### src/include/pbcfg_pkg.sv
// pbcfg_pkg: constants for the bridge configuration host sequencer
// assumes a type 1 configuration header layout on the device side
package pbcfg_pkg;
   // ****************************************
   // device configuration dword offsets
   // ****************************************
   localparam logic [7:0]  DEV_IO_BASE_LIMIT_OFF  = 8'h1C;
   localparam logic [7:0]  DEV_MEM_BASE_LIMIT_OFF = 8'h20;
   localparam logic [7:0]  DEV_PF_BASE_LIMIT_OFF  = 8'h24;
   localparam logic [7:0]  DEV_PF_BASE_UPPER_OFF  = 8'h28;
   localparam logic [7:0]  DEV_PF_LIMIT_UPPER_OFF = 8'h2C;
   localparam logic [7:0]  DEV_IO_UPPER_OFF       = 8'h30;
   localparam logic [7:0]  DEV_OPTION_ROM_OFF     = 8'h38;
   localparam logic [7:0]  DEV_IRQ_BRCTL_OFF      = 8'h3C;
   // ****************************************
   // bridge control field positions
   // ****************************************
   localparam int          BRCTL_POS_PARITY       = 16;
   localparam int          BRCTL_POS_SYSERR       = 17;
   localparam int          BRCTL_POS_ISA          = 18;
   localparam int          BRCTL_POS_VGA          = 19;
   localparam int          BRCTL_POS_MABORT       = 21;
   localparam int          BRCTL_POS_SECRST       = 22;
   localparam int          BRCTL_POS_B2B          = 23;
   localparam int          IRQ_PIN_LSB            = 8;
   // ****************************************
   // controller register offsets
   // ****************************************
   localparam logic [3:0]  REG_CTRL_OFF           = 4'h0;
   localparam logic [3:0]  REG_STATUS_OFF         = 4'h1;
   localparam logic [3:0]  REG_IRQ_PIN_OFF        = 4'h2;
   localparam logic [3:0]  REG_MEM_WIN_OFF        = 4'h3;
   localparam logic [3:0]  REG_IO_WIN_OFF         = 4'h4;
   localparam logic [31:0] REG_CTRL_RESET         = 32'h0000_0000;
   localparam logic [31:0] REG_IO_WIN_RESET       = 32'h0000_00F0;
   // ****************************************
   // fixed write values
   // ****************************************
   localparam logic [31:0] MEM_CLOSED_VALUE       = 32'h0000_FFF0;
   localparam logic [31:0] PF_CLOSED_VALUE        = 32'h0000_FFF0;
   localparam logic [31:0] ALL_ZERO_VALUE         = 32'h0000_0000;
   localparam logic [7:0]  BRCTL_LOW_ISA_ONLY     = 8'h04;
   localparam logic [7:0]  BRCTL_LOW_ISA_B2B      = 8'h84;
endpackage

### src/design/pbcfg_host.sv
// pbcfg_host: host-side sequencer that programs a bridge configuration header
// assumes a simple config access port: one request, one done pulse per access
//
// Implementation choices: the register offsets and strobed register access.
`timescale 1ns/1ps
`default_nettype none
// Function
// - write zeros to both upper prefetchable address halves
// - write zeros to upper I/O base and limit halves
// - b2b_capable_property enable set only if all secondary devices capable
// - keep secondary bus reset control at zero
// - write master abort mode control as zero
// - write VGA enable as zero so legacy VGA is not forwarded
// - write ISA enable as one, blocking top 768 bytes per 1K
// - write system-error enable and parity response as zero
// - read interrupt pin, record nonzero value, no further meaning
// - interrupt line register left unwritten and unused
// - expansion ROM base register left untouched
// - no memory behind bridge means base programmed above limit
module pbcfg_host
   import pbcfg_pkg::*;
(
   // clock and reset
   input  wire logic        ref_clk_i,
   input  wire logic        rstn_i,
   // software register port
   input  wire logic [3:0]  sw_addr_i,
   input  wire logic [31:0] sw_wdata_i,
   input  wire logic        sw_wr_i,
   input  wire logic        sw_rd_i,
   output logic      [31:0] sw_rdata_o,
   // configuration access port toward the bridge
   output logic             cfg_req_o,
   output logic             cfg_we_o,
   output logic      [7:0]  cfg_off_o,
   output logic      [31:0] cfg_wdata_o,
   output logic      [3:0]  cfg_be_o,
   input  wire logic [31:0] cfg_rdata_i,
   input  wire logic        cfg_done_i
);
   // ****************************************
   // state
   // ****************************************
   typedef enum {
      S_IDLE, S_PF_BL, S_PF_BU, S_PF_LU, S_IO_UP, S_MEM_BL, S_IO_BL,
      S_PIN_RD, S_BRCTL, S_DONE
   } pbcfg_state_type;

   pbcfg_state_type state_q, state_d;
   logic        busy_q, busy_d;
   logic        done_q, done_d;
   logic        b2b_q, b2b_d;
   logic        mem_need_q, mem_need_d;
   logic [31:0] mem_win_q, mem_win_d;
   logic [31:0] io_win_q, io_win_d;
   logic [7:0]  irq_pin_q, irq_pin_d;
   logic        pin_valid_q, pin_valid_d;
   logic        req_q, req_d;
   logic        we_q, we_d;
   logic [7:0]  off_q, off_d;
   logic [31:0] wdata_q, wdata_d;
   logic [3:0]  be_q, be_d;
   logic [31:0] rdata_q, rdata_d;
   logic        done_sync1_q, done_sync2_q;
   logic [31:0] cfg_rdata_s1_q, cfg_rdata_s2_q;

   // ****************************************
   // input synchronisers
   // ****************************************
   always_ff @(posedge ref_clk_i or negedge rstn_i) begin
      if (!rstn_i) begin
         done_sync1_q   <= 1'b0;
         done_sync2_q   <= 1'b0;
         cfg_rdata_s1_q <= 32'h0000_0000;
         cfg_rdata_s2_q <= 32'h0000_0000;
      end else begin
         done_sync1_q   <= cfg_done_i;
         done_sync2_q   <= done_sync1_q;
         cfg_rdata_s1_q <= cfg_rdata_i;
         cfg_rdata_s2_q <= cfg_rdata_s1_q;
      end
   end

   logic start_w;
   assign start_w = sw_wr_i && (sw_addr_i == REG_CTRL_OFF) && sw_wdata_i[0];

   logic [7:0]  pin_field_w;
   assign pin_field_w = cfg_rdata_s2_q[IRQ_PIN_LSB +: 8];

   // ****************************************
   // sequencer next state
   // ****************************************
   always_comb begin
      logic [7:0] brctl_low;
      brctl_low   = b2b_q ? BRCTL_LOW_ISA_B2B : BRCTL_LOW_ISA_ONLY;
      state_d     = state_q;
      busy_d      = busy_q;
      done_d      = done_q;
      b2b_d       = b2b_q;
      mem_need_d  = mem_need_q;
      mem_win_d   = mem_win_q;
      io_win_d    = io_win_q;
      irq_pin_d   = irq_pin_q;
      pin_valid_d = pin_valid_q;
      req_d       = 1'b0;
      we_d        = we_q;
      off_d       = off_q;
      wdata_d     = wdata_q;
      be_d        = be_q;
      if (sw_wr_i && !busy_q) begin
         if (sw_addr_i == REG_CTRL_OFF) begin
            b2b_d      = sw_wdata_i[1];
            mem_need_d = sw_wdata_i[2];
         end else if (sw_addr_i == REG_MEM_WIN_OFF) begin
            mem_win_d = sw_wdata_i;
         end else if (sw_addr_i == REG_IO_WIN_OFF) begin
            io_win_d = sw_wdata_i;
         end
      end
      case (state_q)
         S_IDLE: begin
            if (start_w) begin
               state_d = S_PF_BL;
               busy_d  = 1'b1;
               done_d  = 1'b0;
               req_d   = 1'b1;
               we_d    = 1'b1;
               off_d   = DEV_PF_BASE_LIMIT_OFF;
               wdata_d = PF_CLOSED_VALUE;
               be_d    = 4'hF;
            end
         end
         S_DONE: begin
            state_d = S_IDLE;
            busy_d  = 1'b0;
            done_d  = 1'b1;
         end
         default: begin
            if (done_sync2_q && !req_q) begin
               req_d = 1'b1;
               we_d  = 1'b1;
               be_d  = 4'hF;
               case (state_q)
                  S_PF_BL: begin
                     state_d = S_PF_BU;
                     off_d   = DEV_PF_BASE_UPPER_OFF;
                     wdata_d = ALL_ZERO_VALUE;
                  end
                  S_PF_BU: begin
                     state_d = S_PF_LU;
                     off_d   = DEV_PF_LIMIT_UPPER_OFF;
                     wdata_d = ALL_ZERO_VALUE;
                  end
                  S_PF_LU: begin
                     state_d = S_IO_UP;
                     off_d   = DEV_IO_UPPER_OFF;
                     wdata_d = ALL_ZERO_VALUE;
                  end
                  S_IO_UP: begin
                     state_d = S_MEM_BL;
                     off_d   = DEV_MEM_BASE_LIMIT_OFF;
                     wdata_d = mem_need_q ? mem_win_q : MEM_CLOSED_VALUE;
                  end
                  S_MEM_BL: begin
                     state_d = S_IO_BL;
                     off_d   = DEV_IO_BASE_LIMIT_OFF;
                     wdata_d = {16'h0000, io_win_q[15:0]};
                     be_d    = 4'h3;
                  end
                  S_IO_BL: begin
                     state_d = S_PIN_RD;
                     we_d    = 1'b0;
                     off_d   = DEV_IRQ_BRCTL_OFF;
                     wdata_d = ALL_ZERO_VALUE;
                  end
                  S_PIN_RD: begin
                     irq_pin_d   = pin_field_w;
                     pin_valid_d = (pin_field_w != 8'h00);
                     state_d     = S_BRCTL;
                     off_d       = DEV_IRQ_BRCTL_OFF;
                     wdata_d     = {8'h00, brctl_low, 16'h0000};
                     be_d        = 4'h4;
                  end
                  default: begin
                     state_d = S_DONE;
                     req_d   = 1'b0;
                  end
               endcase
            end
         end
      endcase
   end

   // ****************************************
   // software read path
   // ****************************************
   always_comb begin
      rdata_d = 32'h0000_0000;
      if (sw_rd_i) begin
         if (sw_addr_i == REG_CTRL_OFF) begin
            rdata_d = {29'h0, mem_need_q, b2b_q, 1'b0};
         end else if (sw_addr_i == REG_STATUS_OFF) begin
            rdata_d = {29'h0, pin_valid_q, done_q, busy_q};
         end else if (sw_addr_i == REG_IRQ_PIN_OFF) begin
            rdata_d = {24'h0, irq_pin_q};
         end else if (sw_addr_i == REG_MEM_WIN_OFF) begin
            rdata_d = mem_win_q;
         end else if (sw_addr_i == REG_IO_WIN_OFF) begin
            rdata_d = io_win_q;
         end
      end
   end

   always_ff @(posedge ref_clk_i or negedge rstn_i) begin
      if (!rstn_i) begin
         state_q     <= S_IDLE;
         busy_q      <= 1'b0;
         done_q      <= 1'b0;
         b2b_q       <= REG_CTRL_RESET[1];
         mem_need_q  <= REG_CTRL_RESET[2];
         mem_win_q   <= MEM_CLOSED_VALUE;
         io_win_q    <= REG_IO_WIN_RESET;
         irq_pin_q   <= 8'h00;
         pin_valid_q <= 1'b0;
         req_q       <= 1'b0;
         we_q        <= 1'b0;
         off_q       <= 8'h00;
         wdata_q     <= 32'h0000_0000;
         be_q        <= 4'h0;
         rdata_q     <= 32'h0000_0000;
      end else begin
         state_q     <= state_d;
         busy_q      <= busy_d;
         done_q      <= done_d;
         b2b_q       <= b2b_d;
         mem_need_q  <= mem_need_d;
         mem_win_q   <= mem_win_d;
         io_win_q    <= io_win_d;
         irq_pin_q   <= irq_pin_d;
         pin_valid_q <= pin_valid_d;
         req_q       <= req_d;
         we_q        <= we_d;
         off_q       <= off_d;
         wdata_q     <= wdata_d;
         be_q        <= be_d;
         rdata_q     <= rdata_d;
      end
   end

   assign sw_rdata_o  = rdata_q;
   assign cfg_req_o   = req_q;
   assign cfg_we_o    = we_q;
   assign cfg_off_o   = off_q;
   assign cfg_wdata_o = wdata_q;
   assign cfg_be_o    = be_q;
endmodule
`default_nettype wire

### config.mk
export PLATFORM = sky130hd
export DESIGN_NAME = pbcfg_host
export DESIGN_NICKNAME = d
export VERILOG_FILES = /design/src/include/pbcfg_pkg.sv /design/src/design/pbcfg_host.sv
export SDC_FILE = /design/constraint.sdc
export NUM_CORES = 1
export LEC_CHECK = 0
export BUFFER_PORTS_ARGS = -buffer_cell sky130_fd_sc_hd__buf_4
export CAP_MARGIN = 30
export CORE_MARGIN = 5
export CORE_UTILIZATION = 35
export CTS_CLUSTER_SIZE = 24
export DETAILED_ROUTE_END_ITERATION = 6
export PLACE_DENSITY_LB_ADDON = 0.25
export RECOVER_POWER = 50
export SYNTH_ARGS = -nofsm -noshare
export SYNTH_HDL_FRONTEND = slang
export SYNTH_SLANG_ARGS = --single-unit
### constraint.sdc
create_clock -name ref_clk_i -period 2.4 [get_ports ref_clk_i]
set_input_delay 0.12 -clock ref_clk_i [delete_from_list [all_inputs] [get_ports ref_clk_i]]
set_output_delay 0.12 -clock ref_clk_i [all_outputs]
set_load 0.01 [all_outputs]
==> results.json, run 1 <==
{
  "outcome": "finished with violations",
  "violations": "capacitance limit, slew limit",
  "maxSlewViolCount": 31,
  "cts_tree": "built",
  "ys_warn_count": 0,
  "antenna_cells": 0,
  "ys_seq_area_frac": 0.620,
  "setup_tns_ps": 0,
  "dp.cells": 925,
  "power.density_nw_per_um2": 1050,
  "drive_gt1_frac": 0.386,
  "overflow": 0,
  "r2r_cells": 5,
  "async_flop_share": 1.00,
  "path_max_fanout": 19,
  "synth_top_area_share": 0.560,
  "fin_nets": 794,
  "antenna_found_initial": 0,
  "clk_latency_ps": 420,
  "clock_skew_ps": 8.79,
  "synthMuxAreaShare": 0.132,
  "synth.area.top_cells": "dfrtp_1, mux2_2, dfstp_2, a22oi_1, nor2_1",
  "fmax_mhz": 464,
  "clkSlewWorstSetupHoldPaths_ps": 70,
  "synth-compound-area-share": 0.130,
  "reg2reg_to": "cfg_wdata_o[23]$_DFFE_PN0P_",
  "syn-mean-instance-area_um2": 12.6,
  "syn_area_um2": 6970,
  "synth-simple-area-share": 0.0845,
  "hpwl_mm": 12.4,
  "wl_met1_mm": 7.88,
  "die_area_um2": 22800,
  "highest_layer": "met4",
  "min_path_type": "in2reg",
  "vdd_ir_drop_max_mv": 0.507,
  "arrival_ps": 2450,
  "fp.dieW_um": 151,
  "core_area_um2": 19500,
  "reg2reg_from": "state_q[1]$_DFFE_PN0P_",
  "cts_root_buffer": "clkbuf_16",
  "post-route-period-util": 0.898,
  "drc": 0,
  "via_per_inst": 5.02,
  "final_cell_count_no_fill": 999,
  "dieHeight_um": 151,
  "wl_per_cell_um": 18.1,
  "start_kind": "register",
  "synth_cell_type_count": 47,
  "first_pass_iters": 5,
  "synth_area_leader_cell": "dfrtp_1",
  "worstHoldEndpoint": "sw_rdata_o[0]$_DFF_PN0_",
  "synth_cells": 555,
  "worstSetupPathType": "reg2reg",
  "start_util": 0.357,
  "gp_congestion": 0.863,
  "grt_max_degree": 80,
  "slew-limit-headroom": -0.229,
  "synth_fa_ha_area_frac": 0,
  "drt.antenna.violating_nets": 0,
  "r2r_setup_slack_ps": 250,
  "std_cell_rows": 51,
  "hold-worst-slack_ps": 26.8,
  "crit_path_end_kind": "register",
  "synth_top_family_by_area": "multiplexers",
  "place_area_um2": 8250,
  "detailroute.wirelength.met3_mm": 1.01,
  "h-tree-depth": 4,
  "areaGrowthSynthToFinish_pct": 32.7,
  "finalInstanceArea_um2": 9250,
  "whs_path_depth": 3,
  "track_usage": 0.165,
  "maxCapViolCount": 1,
  "p_total_uw": 9670,
  "cts_resized": 0,
  "io_buffers": 122,
  "tightest_slew_ps": 1840,
  "period_needed_ps": 2150,
  "grt_pass1_wl_mm": 29.2,
  "clock_path_buffers": 2,
  "cts_sinks": 172,
  "synth_xor_area_frac": 0.00126,
  "vias": 5016,
  "hold_violations": 0,
  "ys_ff_latch": 172,
  "p_leak_uw": 0.00421,
  "ys.flop_type": "dfrtp_1",
  "routed_wl_mm": 18.1,
  "dr_wl_met2_mm": 9.02,
  "worstPathRequired_ps": 2700,
  "multi_input_area_um2": 2450,
  "fillCellCount": 1776,
  "area.sequential_um2": 4320,
  "finalSetupViolCount": 0,
  "min-delay-start": "sw_rd_i",
  "rsz0062_at_grt": "no",
  "io_pins": 151,
  "grt_pass1_vias": 5311,
  "cts_buffers": 17,
  "synth_edf_count": 0,
  "drt-initial-drc-count": 301
}
## metal layers
layer	up-vias	global-route usage
met5	-	0
met4	0	0.0435
li1	2326	-
met1	2521	0.221
met3	21	0.0362
met2	148	0.274
## metrics by stage
step | setup WS [ps] | util
2_1_floorplan | 366 | -
3_3_place_gp | 216 | 0.423
3_5_place_dp | 190 | 0.423
4_1_cts | 262 | 0.475
5_1_grt | 42.7 | 0.474
6_report | 245 | 0.474
## layout by cell type (no fill, tap or decap), types with 2 or more instances in the layout
cell type / count
clkinv_4: 2
clkbuf_4: 9
nor3b_1: 3
conb_1: 4
dfstp_1: 4
dfstp_2: 12
nor3_1: 2
clkbuf_1: 3
bufinv_16: 2
dfrtp_1: 156
o21ai_0: 23
nand2b_1: 11
nand3_1: 14
inv_6: 4
clkinvlp_4: 4
nand2_1: 35
mux2i_1: 3
inv_1: 3
a2bb2oi_1: 4
dlygate4sd3_1: 42
nor4_1: 2
mux2_2: 78
buf_12: 3
clkbuf_16: 17
o21ai_2: 11
o22ai_1: 9
a21oi_1: 23
a211o_1: 2
a22oi_1: 29
nor3_2: 2
buf_4: 129
nor2b_1: 7
nor2_1: 43
a221oi_1: 4
a32o_1: 14
## worst max-delay path by stage
stage                           start                     endpoint  slack [ps]  depth (start not counted)
3_3_place_gp             sw_addr_i[0]         cfg_we_o$_DFFE_PN0P_         220                          6
6_report       state_q[1]$_DFFE_PN0P_  cfg_wdata_o[23]$_DFFE_PN0P_         250                          5
5_1_grt        state_q[1]$_DFFE_PN0P_  cfg_wdata_o[23]$_DFFE_PN0P_          40                          5
2_1_floorplan  state_q[1]$_DFFE_PN0P_  cfg_wdata_o[23]$_DFFE_PN0P_         370                          6
4_1_cts        state_q[1]$_DFFE_PN0P_  cfg_wdata_o[23]$_DFFE_PN0P_         260                          5
3_5_place_dp             sw_addr_i[0]      cfg_be_o[3]$_DFFE_PN0P_         190                          6
## sequential cells by signal (all words and copies together), names as in the netlist
name and cells:
done_sync2_q 1, mem_need_q 1, cfg_be_o 3, busy_q 1, state_q 4, cfg_req_o 1, mem_win_q 32, cfg_we_o 1
irq_pin_q 8, pin_valid_q 1, cfg_rdata_s2_q 8, done_q 1, cfg_rdata_s1_q 8, io_win_q 32, sw_rdata_o 32, done_sync1_q 1
b2b_q 1, cfg_wdata_o 32, cfg_off_o 4
## power breakdown
part | leakage (uW) | switching [uW] | internal (uW)
sequential | 0.00217 | 536 | 3700
combinational | 0.00175 | 1380 | 1290
clock | 0.000282 | 1180 | 1580
total | 0.00421 | 3100 | 6570
## worst max-delay path: stages (launching register included)
cell,delay [ps]
dfrtp_1,340
buf_4,220
nor3b_1,90
o21ai_0,800
a22oi_1,240
mux2_1,340
## cell type report
type,count,area share
Sequential cell,172,0.468
Multi-Input combinational cell,340,0.265
Timing Repair Buffer,186,0.165
Clock buffer,18,0.0475
Tap cell,265,0.0359
Clock inverter,14,0.0172
Inverter,4,0.00162
## synthesized netlist by cell type (all sizes together) (7+ instances only)
library cell and instances:
nor2b 7, o22ai 9, a32o 14, nand2 35, dfrtp 156, mux2 79
clkbuf 22, dfstp 16, a22oi 29, o21ai 35, nand2b 11, buf 20
nand3 14, nor2 43, a21oi 23
## cells by family after synthesis
| group | after synthesis |
|---|---|
| muxes | 82 |
| buffers and inverters | 46 |
| xor gates and xnor gates | 1 |
| DFF | 172 |
| and+or+nand+nor | 124 |
| other | 1 |
| AOI/OAI and AO/OA | 129 |
## repair_timing
action | CTS | global route
setup buffers | 0 | 0
hold buffers | 42 | 0
endpoints found under the hold margin | 171 | 0
Power figures use the tool's default switching activity.
==> inputs of run 2 (changes only) <==
CELL_PAD_IN_SITES_DETAIL_PLACEMENT = 1   (was not set)
CELL_PAD_IN_SITES_GLOBAL_PLACEMENT = 2   (was not set)
==> run 2 against run 1 <==
- the run now ends clean
- via count grew 1.5%
- flip-flop and latch count stayed put
- first-iteration DRC count up 0.33%
- die area is the same
- routed wire length grew 8.7%
- hold slack about the same
- largest power group unchanged
- maximum frequency up 3.6%
- highest routed layer unchanged
==> results.json, run 2 (synthesis gave the netlist of run 1 again) <==
{
  "antenna_cells": 0,
  "period_needed_ps": 2080,
  "gp_congestion": 0.800,
  "die_area_um2": 22800,
  "routed_wl_mm": 19.7,
  "finalSetupViolCount": 0,
  "vdd_ir_drop_max_mv": 0.553,
  "final_cell_mix": "dfrtp_1, buf_4, mux2_2",
  "cts_sinks": 172,
  "wl_per_cell_um": 19.7,
  "tightest_slew_ps": 1460,
  "slew-limit-headroom": 0.0256,
  "h-tree-depth": 4,
  "hold_violations": 0,
  "antenna_found_initial": 0,
  "crit_path_end_kind": "register",
  "track_usage": 0.181,
  "power.density_nw_per_um2": 1060,
  "grt_pass1_wl_mm": 31.9,
  "finalInstanceArea_um2": 9190,
  "grt_pass1_vias": 5664,
  "final_cell_count_no_fill": 1002,
  "swShare": 0.320,
  "switchingPower_uw": 3130,
  "areaGrowthSynthToFinish_pct": 31.8,
  "fmax_mhz": 481,
  "grt_max_degree": 65,
  "post_cts_buffers": 0,
  "worstSetupPathType": "reg2reg",
  "p_seq_frac": 0.435,
  "cts_tree": "built",
  "post-route-period-util": 0.867,
  "arrival_ps": 2390,
  "worstPathRequired_ps": 2710,
  "clkSlewWorstSetupHoldPaths_ps": 60,
  "dp.cells": 928,
  "io_pins": 151,
  "drt-initial-drc-count": 302,
  "clock_path_buffers": 2,
  "outcome": "finished clean",
  "overflow": 0,
  "start_kind": "register",
  "p_leak_uw": 0.00412,
  "setup_tns_ps": 0,
  "io_buffers": 122,
  "maxCapViolCount": 0,
  "path_max_fanout": 29,
  "hpwl_mm": 13.2,
  "fp.dieW_um": 151,
  "clock_skew_ps": 5.19,
  "cts_resized": 0,
  "vias": 5091,
  "std_cell_rows": 51,
  "power_frac_clock": 0.292,
  "drt.antenna.violating_nets": 0,
  "cts_buffers": 17,
  "combPwrFrac": 0.274,
  "via_per_inst": 5.08,
  "rsz0062_at_grt": "no",
  "cts_root_buffer": "clkbuf_16",
  "core_area_um2": 19500,
  "first_pass_iters": 4,
  "hold_buffers": 42,
  "drc": 0,
  "drive_gt1_frac": 0.350,
  "fin_nets": 797,
  "dieHeight_um": 151,
  "power.internal_uw": 6650,
  "final_common_cell": "dfrtp_1",
  "clk_latency_ps": 420,
  "maxSlewViolCount": 0,
  "start_util": 0.357,
  "min_path_type": "in2reg",
  "place_area_um2": 8290
}
## run 2: stage by stage
step                      hold slack (ps)  setup slack, ps  total power, uW  utilization
final                                27.0              320             9780        0.470
after global routing                 29.7              191            10400        0.470
after global placement                100              311             6860        0.424
after CTS                            11.9              316             9950        0.477
after detailed placement              102              298             6990        0.424
after floorplan                      -176              366             5780            -
## run 2: layer usage
layer	global-route usage	share of wire
met5	0	0
met1	0.235	0.44
met3	0.0368	0.040
met2	0.312	0.51
met4	0.0440	0.0091
## run 2: power by group through the flow
stage | clock, uW | combinational (uW) | sequential (uW)
floorplan | 0 | 1590 | 4190
global placement | 0 | 2590 | 4260
detailed placement | 0 | 2680 | 4320
CTS | 2930 | 2750 | 4270
global route | 3060 | 2970 | 4360
finish | 2850 | 2680 | 4250
## run 2: worst paths after layout
path / startpoint / slack [ps] / endpoint / cells past startpoint
worst max register to register: state_q[1]$_DFFE_PN0P_ / 320 / cfg_wdata_o[28]$_DFFE_PN0P_ / 4
worst min register to register: cfg_rdata_s1_q[11]$_DFF_PN0_ / 350 / cfg_rdata_s2_q[11]$_DFF_PN0_ / 0
min in group asynchronous: rstn_i / 530 / sw_rdata_o[18]$_DFF_PN0_ / 2
worst min-delay path: sw_rd_i / 30 / sw_rdata_o[0]$_DFF_PN0_ / 3
max in group asynchronous: rstn_i / 820 / io_win_q[4]$_DFFE_PN1P_ / 3
worst max-delay path: state_q[1]$_DFFE_PN0P_ / 320 / cfg_wdata_o[28]$_DFFE_PN0P_ / 4
## run 2: cell type report
cell class	count	area (um^2)
repair buffers	189	1460
clock inverters	13	164
multi-input cells	340	2450
flip-flops and latches	172	4320
clock buffers	19	443
fillers	2084	10300
inverters	4	15.0
well taps	265	332
## run 2: critical path, stage by stage, from the launching register on
cell and delay (ps):
dfrtp_1 380, or2_2 390, or4b_4 590, buf_4 280, a32o_1 310
